[src/hw/adc_ctrl_pkg.sv]
// Package: register map, field layout and timing constants of the converter control
package adc_ctrl_pkg;
	// ****************************************
	// Register offsets (byte addresses)
	// ****************************************
	localparam logic [3:0] OFS_PRIMARY = 4'h0;
	localparam logic [3:0] OFS_CONFIG = 4'h4;
	localparam logic [3:0] OFS_RES_HIGH = 4'h8;
	localparam logic [3:0] OFS_RES_LOW = 4'hc;
	localparam logic [7:0] PRIMARY_RESET = 8'h00;
	localparam logic [7:0] CONFIG_RESET = 8'h00;
	// ****************************************
	// Field positions
	// ****************************************
	localparam int BIT_START = 7;
	localparam int BIT_BUSY = 6;
	localparam int BIT_POWER = 5;
	localparam int BIT_ALIGN = 4;
	localparam int SRC_LSB = 5;
	localparam int REF_LSB = 3;
	// ****************************************
	// Codes and timing
	// ****************************************
	localparam logic [2:0] SRC_AMPLIFIED = 3'h1;
	localparam logic [2:0] SRC_GND_LO = 3'h2;
	localparam logic [2:0] SRC_GND_HI = 3'h4;
	localparam logic [1:0] REF_SUPPLY = 2'h1;
	localparam logic [3:0] CHAN_LAST = 4'h6;
	localparam logic [4:0] SAMPLE_CLOCKS = 5'h04;
	localparam logic [4:0] CONVERT_CLOCKS = 5'h0c;
	localparam logic [4:0] TOTAL_CLOCKS = 5'h10;

	typedef struct packed {
		logic start;
		logic power;
		logic align;
		logic [3:0] channel;
	} primary_t;

	typedef struct packed {
		logic [2:0] source;
		logic [1:0] reference;
		logic [2:0] divider;
	} config_t;

	typedef struct packed {
		logic external;
		logic amplified;
		logic ground;
		logic [6:0] channelOn;
		logic supplyRef;
	} route_t;
endpackage

[src/hw/adc_sequencer_control.sv]
// Converter control: Avalon-MM registers, start detection, sequencer, routing
`timescale 1ns/1ns
`default_nettype none
module adc_sequencer_control #(
	parameter int RESULT_BITS = 12
) (
	input wire logic mclk,
	input wire logic rst,
	input wire logic [3:0] address,
	input wire logic read,
	input wire logic write,
	input wire logic [31:0] writedata,
	input wire logic [3:0] byteenable,
	output logic [31:0] readdata,
	output logic waitrequest,
	input wire logic [RESULT_BITS-1:0] converterData,
	output logic converterPower,
	output logic converterClockEn,
	output logic sampling,
	output adc_ctrl_pkg::route_t route,
	output logic conversionDone
);
	// ****************************************
	// Register state
	// ****************************************
	adc_ctrl_pkg::primary_t primary;
	adc_ctrl_pkg::config_t settings;
	logic busy;
	logic armed;
	logic [7:0] resultHigh;
	logic [7:0] resultLow;
	logic [4:0] clocks;
	logic [7:0] readByte;

	// Two-cycle slave: one wait cycle keeps readdata registered
	logic answered;
	wire request = read || write;
	assign waitrequest = request && !answered;
	wire writeTake = write && answered && byteenable[0];
	wire hitPrimary = address == adc_ctrl_pkg::OFS_PRIMARY;
	wire hitConfig = address == adc_ctrl_pkg::OFS_CONFIG;

	always_ff @(posedge mclk or posedge rst) begin
		if (rst) begin
			answered <= 1'b0;
		end else begin
			answered <= request && !answered;
		end
	end

	// ****************************************
	// Start sequence and sequencer
	// ****************************************
	// Start bit falling after a rise marks the request
	wire startWrite = writeTake && hitPrimary;
	wire newStart = writedata[adc_ctrl_pkg::BIT_START];
	wire startFall = startWrite && primary.start && !newStart && armed;
	wire launch = startFall && primary.power && !busy;
	wire tick;
	wire lastClock = busy && tick && clocks == adc_ctrl_pkg::TOTAL_CLOCKS - 5'h01;

	clock_divider divide (
		.mclk(mclk),
		.rst(rst),
		.run(busy),
		.divider(settings.divider),
		.tick(tick)
	);

	always_ff @(posedge mclk or posedge rst) begin
		if (rst) begin
			primary <= {adc_ctrl_pkg::PRIMARY_RESET[7], adc_ctrl_pkg::PRIMARY_RESET[5:0]};
			settings <= adc_ctrl_pkg::CONFIG_RESET;
			armed <= 1'b0;
		end else if (startWrite) begin
			primary.start <= newStart;
			primary.power <= writedata[adc_ctrl_pkg::BIT_POWER];
			primary.align <= writedata[adc_ctrl_pkg::BIT_ALIGN];
			primary.channel <= writedata[3:0];
			armed <= newStart && !primary.start;
		end else if (writeTake && hitConfig) begin
			settings <= writedata[7:0];
		end
	end

	always_ff @(posedge mclk or posedge rst) begin
		if (rst) begin
			busy <= 1'b0;
			clocks <= 5'h00;
		end else if (!primary.power) begin
			busy <= 1'b0;
			clocks <= 5'h00;
		end else if (launch) begin
			busy <= 1'b1;
			clocks <= 5'h00;
		end else if (lastClock) begin
			busy <= 1'b0;
		end else if (busy && tick) begin
			clocks <= clocks + 5'h01;
		end
	end

	// Result captured in the same edge that clears busy
	wire [11:0] d = converterData[11:0];
	always_ff @(posedge mclk or posedge rst) begin
		if (rst) begin
			resultHigh <= 8'h00;
			resultLow <= 8'h00;
		end else if (lastClock && primary.power) begin
			resultHigh <= primary.align ? {4'h0, d[11:8]} : d[11:4];
			resultLow <= primary.align ? d[7:0] : {d[3:0], 4'h0};
		end
	end

	always_ff @(posedge mclk or posedge rst) begin
		if (rst) begin
			conversionDone <= 1'b0;
		end else begin
			conversionDone <= lastClock;
		end
	end

	// ****************************************
	// Analog routing and outputs
	// ****************************************
	wire [2:0] src = settings.source;
	wire isAmp = src == adc_ctrl_pkg::SRC_AMPLIFIED;
	wire isGnd = src >= adc_ctrl_pkg::SRC_GND_LO && src <= adc_ctrl_pkg::SRC_GND_HI;
	wire isExt = !isAmp && !isGnd;
	wire chanValid = primary.channel <= adc_ctrl_pkg::CHAN_LAST;
	wire [6:0] chanOn;
	wire supplyRef = settings.reference == adc_ctrl_pkg::REF_SUPPLY;
	genvar g;
	generate
		for (g = 0; g < 7; g++) begin : chanDecode
			assign chanOn[g] = isExt && chanValid && primary.channel == 4'(g);
		end
	endgenerate
	// One driver for the whole struct, field-wise assigns would be several
	assign route = {isExt, isAmp, isGnd, chanOn, supplyRef};
	assign converterPower = primary.power;
	assign converterClockEn = tick;
	assign sampling = busy && clocks < adc_ctrl_pkg::SAMPLE_CLOCKS;

	always_comb begin
		case (address)
			adc_ctrl_pkg::OFS_PRIMARY: readByte = {primary.start, busy, primary.power,
				primary.align, primary.channel};
			adc_ctrl_pkg::OFS_CONFIG: readByte = settings;
			adc_ctrl_pkg::OFS_RES_HIGH: readByte = resultHigh;
			adc_ctrl_pkg::OFS_RES_LOW: readByte = resultLow;
			default: readByte = 8'h00;
		endcase
	end

	always_ff @(posedge mclk or posedge rst) begin
		if (rst) begin
			readdata <= 32'h0000_0000;
		end else if (read && !answered) begin
			readdata <= {24'h00_0000, readByte};
		end
	end
endmodule
`default_nettype wire

[src/hw/clock_divider.sv]
// Power-of-two divider producing a one-cycle converter clock enable
`timescale 1ns/1ns
`default_nettype none
module clock_divider (
	input wire logic mclk,
	input wire logic rst,
	input wire logic run,
	input wire logic [2:0] divider,
	output logic tick
);
	logic [6:0] count;
	logic [6:0] limit;
	assign limit = 7'((8'h01 << divider) - 8'h01);
	assign tick = run && (count == limit);
	always_ff @(posedge mclk or posedge rst) begin
		if (rst) begin
			count <= 7'h00;
		end else if (!run || tick) begin
			count <= 7'h00;
		end else begin
			count <= count + 7'h01;
		end
	end
endmodule
`default_nettype wire

[config.mk]
export PLATFORM = sky130hd
export DESIGN_NAME = adc_sequencer_control
export DESIGN_NICKNAME = d
export VERILOG_FILES = /design/src/hw/adc_ctrl_pkg.sv /design/src/hw/adc_sequencer_control.sv /design/src/hw/clock_divider.sv
export SDC_FILE = /design/constraint.sdc
export NUM_CORES = 1
export LEC_CHECK = 0
export ABC_CLOCK_PERIOD_IN_PS = 2700
export BUFFER_PORTS_ARGS = -buffer_cell sky130_fd_sc_hd__clkbuf_2
export CORE_ASPECT_RATIO = 0.75
export CORE_MARGIN = 3
export CORE_UTILIZATION = 25
export DETAILED_ROUTE_END_ITERATION = 7
export GPL_ROUTABILITY_DRIVEN = 0
export PLACE_DENSITY_LB_ADDON = 0.08
export SYNTH_ARGS = -nofsm -noshare
export SYNTH_HDL_FRONTEND = slang
export SYNTH_HIERARCHICAL = 1
export SYNTH_SLANG_ARGS = --single-unit
[constraint.sdc]
create_clock -name mclk -period 2.7 [get_ports mclk]
set_input_delay 0.135 -clock mclk [delete_from_list [all_inputs] [get_ports mclk]]
set_output_delay 0.135 -clock mclk [all_outputs]
set_load 0.02 [all_outputs]
## Word level (Yosys, flattened, before mapping)

Cells that the tools add are included.

| word-level totals | value |
|---|---|
| register bits after elaboration | 55 |
| input bits | 56 |
| output and inout port bits | 48 |
| logic and storage cells | 91 |

| operators by class | value |
|---|---|
| add/sub/neg operators | 3 |
| order comparisons | 4 |
| equality and inequality tests | 16 |
| shifts and indexed selects | 1 |
| muxes and demuxes | 11 |
| bitwise operators | 1 |
| reductions and logical operators | 39 |

Operators by type and width:

| cell | number |
|---|---|
| 8-bit one-hot mux with 4 select lines | 1 |
| 1-bit logical AND | 27 |
| 5-bit two-way mux | 4 |
| 4-bit by 3-bit == test with 1-bit output, second input constant | 4 |
| 8-bit two-way mux | 2 |
| 4-bit by 2-bit == test with 1-bit output, second input constant | 2 |
| 4-bit == test, second input constant | 2 |
| 4-bit logical NOT | 2 |
| 7-bit by 1-bit adder with 7-bit output, second input constant | 1 |
| 7-bit == test | 1 |
| 7-bit two-way mux | 1 |
| 1-bit by 3-bit left shift with 7-bit output, first input constant | 1 |
| 7-bit by 1-bit subtractor with 7-bit output, second input constant | 1 |
| 1-bit logical NOT | 6 |
| 3-bit by 1-bit != test with 1-bit output, second input constant | 2 |
| 5-bit by 1-bit adder with 5-bit output, second input constant | 1 |
| 5-bit by 4-bit == test with 1-bit output, second input constant | 1 |
| 5-bit by 3-bit less-than comparator with 1-bit output, second input constant | 1 |
| 4-bit by 1-bit == test with 1-bit output, second input constant | 1 |
| 4-bit by 3-bit less-or-equal comparator with 1-bit output, second input constant | 1 |
| 2-bit AND reduction | 2 |
| 3-bit by 1-bit == test with 1-bit output, second input constant | 1 |
| 3-bit by 2-bit >= comparator with 1-bit output, second input constant | 1 |
| 3-bit less-or-equal comparator, second input constant | 1 |
| 5 further kinds | 8 |

## Longest topological paths before layout

Gate-level depths: netlist of run 1.

| depth | value |
|---|---|
| depth after elaboration | 10 |
| gate-level depth with buffers | 9 |
| gate-level depth less buffers | 7 |

## By module

Netlist of run 1, hierarchy kept.

By module, submodules not included:

| module | instances | cells an instance | area each (sq um) | seq. area each (sq um) |
|---|---|---|---|---|
| adc_sequencer_control | 1 | 221 | 2611.3 | 1201.2 |
| clock_divider | 1 | 54 | 500.5 | 175.2 |

## Worst setup path after synthesis of run 1

No wires, ideal clock.

| timing path | value |
|---|---|
| path type | reg-to-reg |
| start point | reg settings[1] (netlist name) |
| end point | reg clocks[3] |
| library setup time | 0.094 ns |
| data arrival time | 2.423 ns |
| required time | 2.606 ns |
| setup slack | 0.183 ns |
| stages on the path, launching flop included | 8 |
| path buffers | 0 |
| clock period less this slack | 2.517 ns |
| cell sequence | dfrtp_1 -> mux2_1 -> nor4_1 -> o221a_4 -> and3_1 -> nand3b_1 -> or3_1 -> a221oi_2 |

| between the ends | value |
|---|---|
| word-level cells in the longest chain between the ends | 8 |
| elaborated cells between the ends (all ways) | 9 |
| those cells by class | add/sub: 1; eq/ne: 3; shift: 1; reduce/logical: 4 |

Ends and longest elaborated chain:

| what | line | source |
|---|---|---|
| start, declared | adc_sequencer_control.sv:27 | `adc_ctrl_pkg::config_t settings;` |
| start signal, assigned | adc_sequencer_control.sv:73 | `settings <= adc_ctrl_pkg::CONFIG_RESET;` |
| start signal, assigned | adc_sequencer_control.sv:82 | `settings <= writedata[7:0];` |
| 1-bit by 3-bit left shift with 7-bit output (*) | clock_divider.sv:13 | `assign limit = 7'((8'h01 << divider) - 8'h01);` |
| 7-bit by 1-bit subtractor with 7-bit output (*) | clock_divider.sv:13 |  |
| 7-bit == test (*) | clock_divider.sv:14 | `assign tick = run && (count == limit);` |
| 1-bit logical AND (*) | clock_divider.sv:14 |  |
| named net converterClockEn | adc_sequencer_control.sv:18 | `output logic converterClockEn,` |
| 1-bit logical AND (*) | adc_sequencer_control.sv:60, adc_sequencer_control.sv:98 |  |
| 1-bit logical AND | adc_sequencer_control.sv:60 | `wire lastClock = busy && tick && clocks == adc_ctrl_pkg::TOTAL_CLOCKS - 5'h01;` |
| 3-bit != test (no source line) | -- |  |
| 2-bit AND reduction (no source line) (*) | -- |  |
| end signal, assigned | adc_sequencer_control.sv:99 | `clocks <= clocks + 5'h01;` |
| end, declared | adc_sequencer_control.sv:32 | `logic [4:0] clocks;` |

The timed path passes the listed nets; every way through them passes the cells marked *.
A chain may end at the register's enable or synchronous reset.

## Final worst setup path of run 1

| timing path | value |
|---|---|
| start point | reg settings[1] (netlist name) |
| end point | reg clocks[3] |

| between the ends | value |
|---|---|
| word-level cells in the longest chain between the ends | 8 |
| elaborated cells between the ends (all ways) | 9 |
| those cells by class | add/sub: 1; eq/ne: 3; shift: 1; reduce/logical: 4 |

Ends and longest elaborated chain:

| what | line |
|---|---|
| 1-bit by 3-bit left shift with 7-bit output (*) | clock_divider.sv:13 |
| 7-bit by 1-bit subtractor with 7-bit output (*) | clock_divider.sv:13 |
| 7-bit == test (*) | clock_divider.sv:14 |
| 1-bit logical AND (*) | clock_divider.sv:14 |
| 1-bit logical AND (*) | adc_sequencer_control.sv:60, adc_sequencer_control.sv:98 |
| 1-bit logical AND | adc_sequencer_control.sv:60 |
| 3-bit != test (no source line) | -- |
| 2-bit AND reduction (no source line) (*) | -- |

Mark *: on every way between the ends. The rest lies on a longest branch, timed or not.

==> results.sh, run 1 <==
export IMPL_chipHeight_um=103
export IMPL_static_leakage_nw=1.66
export IMPL_drt_pass1_iterations=4
export IMPL_yosysSeqAreaShare_pct=44.2
export IMPL_syn_area_um2=3110
export IMPL_timing_hold_worst_endpoint="resultLow[3]$_DFFE_PP0P_"
export IMPL_maxCapViolCount=0
export IMPL_drt_vias_per_instance=4.40
export IMPL_antenna_violating_nets_post_route=0
export IMPL_route_vias_total=2148
export IMPL_multiInputGateArea_um2=1510
export IMPL_critical_path_max_stage_delay_ns=0.49
export IMPL_critPathKind="reg -> reg"
export IMPL_crit_chain="mux2_1 -> nor4_1 -> o221a_4 -> and3_1 -> nand3b_1 -> or3_1 -> a221oi_2"
export IMPL_post_cts_setup_buffer_count=0
export IMPL_synth_async_sr_flop_share_pct=100
export IMPL_post_layout_total_power_mw=1.99
export IMPL_synth_edff_count=0
export IMPL_synthesis_instances=275
export IMPL_ys_ff_latch=55
export IMPL_main_combinational_cell_family_by_area_after_synthesis="multiplexers"
export IMPL_grt_first_pass_wirelength_um=12100
export IMPL_clock_transition_at_the_register_clock_pins_on_the_worst_setup_and_hold_paths_after_cts_ns=0.07
export IMPL_yosys_area_share_adder_pct=1.21
export IMPL_tritoncts="done"
export IMPL_drt_first_iter_violations=80
export IMPL_grt_pass1_vias=2111
export IMPL_finClkSkew_ns=0.00354
export IMPL_min_delay_src="converterData[3]"
export IMPL_final_util_pct=30.2
export IMPL_fmaxAchievable_mhz=422
export IMPL_routed_wire_length_per_instance_um=15.9
export IMPL_synthesis_area_per_instance_um2=11.3
export IMPL_worst_skew_pair_late_latency_ns=0.29
export IMPL_synth_mux_area_fraction_pct=16.0
export IMPL_design_core_area_um2=11900
export IMPL_powerDensity_nw_per_um2=554
export IMPL_clock_tree_buffer_depth=2
export IMPL_complex_gate_fraction_of_the_synthesized_area_pct=12.1
export IMPL_antenna_violations_before_repair=0
export IMPL_postLayoutSetupSlackWorst_ns=0.332
export IMPL_grt_start_max_net_pins=49
export IMPL_count_of_yosys_warnings_during_synthesis=6
export IMPL_crit_buf_inv=0
export IMPL_wl_um=7740
export IMPL_crit_path_top_delay_cell="dfrtp_1"
export IMPL_filler_cells_inserted=1225
export IMPL_setup_tns_ns=0
export IMPL_crit_path_start="settings[1]$_DFFE_PP0P_"
export IMPL_outcome="complete, no violations"
export IMPL_grt_total_usage_pct=11.5
export IMPL_numCtsBuffers=5
export IMPL_synth_cell_type_count=52
export IMPL_crit_path_end_kind="register"
export IMPL_seqCellArea_um2=1380
export IMPL_final_design_area_no_fill_um2=3590
export IMPL_critPathLaunchType="register"
export IMPL_post_cts_resized_instances=0
export IMPL_nNetsFinal=386
export IMPL_worstHoldPathCells=3
export IMPL_route_detailed_drc=0
export IMPL_num_rows=34
export IMPL_required_ns=2.91
export IMPL_dieArea_um2=13800
export IMPL_io_pin_count=104
export IMPL_grt_setup_unrepaired="no"
export IMPL_slew_headroom_pct=50.5
export IMPL_die_width_um=135
export IMPL_tritoncts_num_sinks=55
export IMPL_antenna_cells_inserted=0
export IMPL_share_of_post_route_cells_with_drive_strength_above_1_pct=31.3
export IMPL_hold_viol=0
export IMPL_detailed_place_area_um2=3450
export IMPL_irDropWorstVdd_mv=0.252
export IMPL_reg2reg_slack_ns=0.33
export IMPL_place_hpwl_um=5840
export IMPL_instance_count_after_placement_with_tap_cells_included=481
export IMPL_grt_overflow_total=0
export IMPL_pre_cts_ws_ns=0.332
export IMPL_initial_core_util_pct=26.2
export IMPL_area_growth_pct=15.3
export IMPL_placement_io_buffers=52
export IMPL_critical_path_max_fanout=9
export IMPL_synth_xor_area_share_pct=1.97
export IMPL_r2r_end="clocks[3]$_DFFE_PP0P_"
export IMPL_finalSetupViolCount=0
export IMPL_worstPathArrival_ns=2.57
export IMPL_number_of_cell_instances_on_the_worst_register_to_register_path=7
export IMPL_synth_simple_area_share_pct=14.4
export IMPL_finalCritPeriodShare_pct=87.7
export IMPL_critPathTopFamily="simple AND/OR/NAND/NOR gates"
export IMPL_synth_main_ff_cell="dfrtp_1"
export IMPL_report_final_slew_viol_count=0
export IMPL_layout_cells_non_filler=488
export IMPL_worstHoldPathType="in -> reg"
export IMPL_period_minus_slack_ns=2.37
export IMPL_h_tree_depth=2
export IMPL_clock_root_buffer="clkbuf_16"
export IMPL_critical_path_reg2reg_startpoint="settings[1]$_DFFE_PP0P_"
export IMPL_holdWs_ns=0.0840
export IMPL_max_slew_worst_pin_slew_ns=0.738
report_power, final:
part | switching [mW] | internal [mW] | total [mW]
combinational | 0.239 | 0.183 | 0.422
clock | 0.288 | 0.335 | 0.623
sequential | 0.0713 | 0.870 | 0.941
total | 0.598 | 1.39 | 1.99
cells in the final DEF, fill, tap and decap left out, types with 2 or more instances in the layout:
master / Yosys / layout
dfrtp_1: 55 / 55
clkbuf_2: 0 / 52
nand2_1: 27 / 27
conb_1: 1 / 24
o21ai_0: 19 / 19
mux2_2: 15 / 15
a211oi_1: 10 / 10
nor2_1: 9 / 9
mux2i_1: 9 / 9
a22o_1: 8 / 8
inv_1: 9 / 8
mux4_2: 7 / 7
buf_4: 29 / 6
and3_1: 5 / 5
nand2b_1: 5 / 5
nand3_1: 5 / 5
clkbuf_16: 0 / 5
xor2_1: 4 / 4
nor2b_1: 3 / 3
mux2_4: 3 / 3
and3b_1: 3 / 3
ha_1: 3 / 3
xnor2_1: 3 / 3
nand4b_1: 2 / 2
nand3_2: 2 / 2
nor3b_1: 2 / 2
nor3b_2: 2 / 2
a21oi_1: 2 / 2
o211ai_1: 2 / 2
metal layers:
layer  GRT usage (%)  vias up  wire length (µm)
met2            16.0       52              3230
li1                -     1046                 -
met1            17.5     1041              4000
met4            3.29        0               102
met5               0        -                 0
met3            2.98        9               407
flip-flops by register name, indices dropped and copies added (netlist names):
register	flops
converterPower	1
settings	5
clocks	5
answered	1
resultLow	8
divide/count	7
armed	1
resultHigh	8
src	3
readdata	8
primary	6
conversionDone	1
busy	1
layout make-up:
| type | count | share of cell area (%) |
|---|---|---|
| Clock buffer | 6 | 3.59 |
| Timing Repair Buffer | 60 | 9.34 |
| Sequential cell | 55 | 38.4 |
| Multi-Input combinational cell | 196 | 42.1 |
| Tap cell | 162 | 5.65 |
| Inverter | 9 | 0.941 |
cell families (layout without fill, tap and decap cells):
logic type      count (synthesis)  after routing
simple gates                   76             76
flops                          55             55
compound gates                 50             50
buf+inv                        47             75
mux                            36             36
xor+xnor                        7              7
fa+ha+maj                       3              3
other cells                     1             24
synth_stat cells, drive strengths merged, types with 3 or more instances:
library cell / instances / area, µm²
dfrtp: 55 / 1380
buf: 34 / 262
nand2: 27 / 101
mux2: 19 / 225
o21ai: 19 / 95.1
a211oi: 11 / 87.6
inv: 9 / 33.8
mux2i: 9 / 90.1
nor2: 9 / 33.8
a22o: 8 / 70.1
mux4: 8 / 184
nand3: 7 / 45.0
and3: 5 / 31.3
nand2b: 5 / 31.3
clkbuf: 4 / 15.0
nor3b: 4 / 40.0
xor2: 4 / 35.0
and3b: 3 / 26.3
ha: 3 / 37.5
nor2b: 3 / 18.8
xnor2: 3 / 26.3
worst max-delay path by stage:
stage | end | slack, ns | depth (start not counted)
3_3_place_gp | clocks[3]$_DFFE_PP0P_ | 0.34 | 7
3_5_place_dp | clocks[3]$_DFFE_PP0P_ | 0.33 | 7
5_1_grt | clocks[3]$_DFFE_PP0P_ | 0.16 | 7
4_1_cts | clocks[3]$_DFFE_PP0P_ | 0.30 | 7
2_1_floorplan | clocks[3]$_DFFE_PP0P_ | 0.18 | 7
6_report | clocks[3]$_DFFE_PP0P_ | 0.33 | 7
worst reg2reg max path, delay by kind of cell, from the launching register on:
kind | cells | cell delay, ns
compound gates | 2 | 0.48
flops | 1 | 0.49
mux | 1 | 0.35
simple gates | 4 | 0.98
repair_timing:
item / CTS / global route
hold buffers: 1 / 0
setup endpoints to repair: 0 / 0
endpoints found under the hold margin: 7 / 0
Note: power is estimated with default switching activity, not from simulation.
==> run 2: changes to the inputs <==
ABC_CLOCK_PERIOD_IN_PS = 2200   (was 2700)
CTS_BUF_LIST = sky130_fd_sc_hd__clkbuf_4 sky130_fd_sc_hd__clkbuf_8 sky130_fd_sc_hd__clkbuf_16   (was unset)
clock period = 2.2 ns   (was 2.7 ns; I/O delays follow)
==> run 2 against run 1 <==
Net effect:
- clock skew up 0.0096 ns
- first-iteration DRC count up 100%
- die area did not move
- largest cell class unchanged
- highest routed layer unchanged
==> results.sh, run 2 (same netlist as run 1, synthesis figures left out) <==
export IMPL_clock_tree_buffer_depth=2
export IMPL_place_hpwl_um=6120
export IMPL_critPathKind="reg -> reg"
export IMPL_nNetsFinal=401
export IMPL_critical_path_reg2reg_startpoint="settings[1]$_DFFE_PP0P_"
export IMPL_commonest_cells_after_routing_fill_and_taps_aside="dfrtp_1, clkbuf_2, nand2_1"
export IMPL_num_rows=34
export IMPL_crit_path_end_kind="register"
export IMPL_chipHeight_um=103
export IMPL_post_layout_total_power_mw=2.65
export IMPL_maxCapViolCount=0
export IMPL_required_ns=2.41
export IMPL_drt_vias_per_instance=4.33
export IMPL_grt_first_pass_wirelength_um=12200
export IMPL_dieArea_um2=13800
export IMPL_layout_commonest_cell="dfrtp_1"
export IMPL_grt_pass1_vias=2138
export IMPL_critPathLaunchType="register"
export IMPL_tritoncts="done"
export IMPL_r2r_end="clocks[3]$_DFFE_PP0P_"
export IMPL_clock_root_buffer="clkbuf_16"
export IMPL_crit_buf_inv=0
export IMPL_final_design_area_no_fill_um2=3790
export IMPL_finClkSkew_ns=0.0132
export IMPL_number_of_cell_instances_on_the_worst_register_to_register_path=7
export IMPL_reg2reg_slack_ns=0.05
export IMPL_critical_path_max_stage_delay_ns=0.46
export IMPL_filler_cells_inserted=1253
export IMPL_design_core_area_um2=11900
export IMPL_antenna_cells_inserted=0
export IMPL_final_util_pct=31.9
export IMPL_clock_transition_at_the_register_clock_pins_on_the_worst_setup_and_hold_paths_after_cts_ns=0.08
export IMPL_grt_start_max_net_pins=33
export IMPL_wl_um=7850
export IMPL_antenna_violating_nets_post_route=0
export IMPL_routed_wire_length_per_instance_um=15.5
export IMPL_route_detailed_drc=0
export IMPL_crit_path_start="settings[1]$_DFFE_PP0P_"
export IMPL_tritoncts_num_sinks=55
export IMPL_report_final_slew_viol_count=0
export IMPL_grt_overflow_total=0
export IMPL_irDropWorstVdd_mv=0.368
export IMPL_finalCritPeriodShare_pct=97.8
export IMPL_initial_core_util_pct=26.2
export IMPL_crit_path_top_delay_cell="dfrtp_2"
export IMPL_die_width_um=135
export IMPL_max_slew_worst_pin_slew_ns=0.577
export IMPL_placement_io_buffers=52
export IMPL_drt_pass1_iterations=4
export IMPL_io_pin_count=104
export IMPL_h_tree_depth=2
export IMPL_grt_setup_unrepaired="yes"
export IMPL_share_of_post_route_cells_with_drive_strength_above_1_pct=36.7
export IMPL_detailed_place_area_um2=3580
export IMPL_outcome="complete, no violations"
export IMPL_critical_path_max_fanout=8
export IMPL_worstPathArrival_ns=2.36
export IMPL_hold_viol=0
export IMPL_route_vias_total=2187
export IMPL_antenna_violations_before_repair=0
export IMPL_fmaxAchievable_mhz=465
export IMPL_grt_total_usage_pct=11.5
export IMPL_worst_skew_pair_late_latency_ns=0.30
export IMPL_postLayoutSetupSlackWorst_ns=0.0476
export IMPL_crit_chain="nor2_1 -> o211ai_1 -> a32oi_2 -> and3_4 -> nand3b_1 -> or3_1 -> a221oi_2"
export IMPL_period_minus_slack_ns=2.15
export IMPL_powerDensity_nw_per_um2=700
export IMPL_area_growth_pct=21.7
export IMPL_critPathTopFamily="simple AND/OR/NAND/NOR gates"
export IMPL_drt_first_iter_violations=161
export IMPL_worst_setup_endpoint="clocks[3]$_DFFE_PP0P_"
export IMPL_pre_cts_ws_ns=0.0322
export IMPL_finalSetupViolCount=0
export IMPL_slew_headroom_pct=61.1
export IMPL_numCtsBuffers=5
export IMPL_worstHoldPathType="in -> reg"
export IMPL_biggestRegsByFlops="readdata x8, resultHigh x8, resultLow x8"
export IMPL_static_leakage_nw=1.77
export IMPL_worst_path_stages=7
-- run 2: cell types whose count changed in the layout (fill, tap and decap cells not counted), sizes merged --
cell / delta
buf: +15
bufinv: +1
clkbuf: -1
clkinvlp: +1
inv: +1
-- run 2: final cells by class --
| type | instances | area, µm² | share of cell area, % |
|---|---|---|---|
| sequential | 55 | 1380 | 36.4 |
| inverter | 9 | 33.8 | 0.892 |
| clock inverter | 3 | 46.3 | 1.22 |
| multi-input combinational | 196 | 1550 | 41.0 |
| clock buffer | 5 | 125 | 3.30 |
| timing repair buffer | 75 | 448 | 11.8 |
| tap | 162 | 203 | 5.35 |
-- run 2: where the power goes --
part           total, mW  switching, mW  internal (mW)
sequential          1.15         0.0818           1.07
combinational      0.567          0.310          0.257
clock              0.932          0.390          0.542
-- run 2: through the flow --
stage	TNS (ns)	hold slack, ns	cells
2_1_floorplan	-0.0408	-0.0866	298
3_3_place_gp	0	0.0653	495
3_5_place_dp	0	0.0683	495
4_1_cts	0	0.0502	504
5_1_grt	-0.112	0.0628	505
6_report	0	0.0498	505
-- run 2: repair_timing --
item                                    in CTS  in global routing
endpoints found under the setup margin       0                  7
resized for setup                            0                  3
hold buffers                                 1                  0
setup buffers                                0                  1
hold endpoints to repair                    28                  0
-- run 2: how the worst min path moves through the flow --
stage,from,to,cells after the start
floorplan,rst,divide/count[0]$_DFF_PP0_,1
global placement,rst,divide/count[5]$_DFF_PP0_,2
detailed placement,rst,divide/count[5]$_DFF_PP0_,2
CTS,converterData[3],resultLow[3]$_DFFE_PP0P_,3
global route,writedata[6],src[1]$_DFFE_PP0P_,2
finish,converterData[3],resultLow[3]$_DFFE_PP0P_,3
-- run 2: worst min-delay path: cells and delay by family --
family,cells,cell delay (ns)
AO/OA/AOI/OAI,1,0.06
buffers and inverters,1,0.09
AND/OR/NAND/NOR,1,0.05
-- run 2: layer usage --
metal / share of wire [%] / GRT usage, % / up-vias
li1: - / - / 1074
met1: 50 / 17.5 / 1055
met2: 42 / 16.5 / 56
met3: 6.8 / 2.98 / 2
met4: 0.42 / 2.11 / 0
met5: 0 / 0 / -
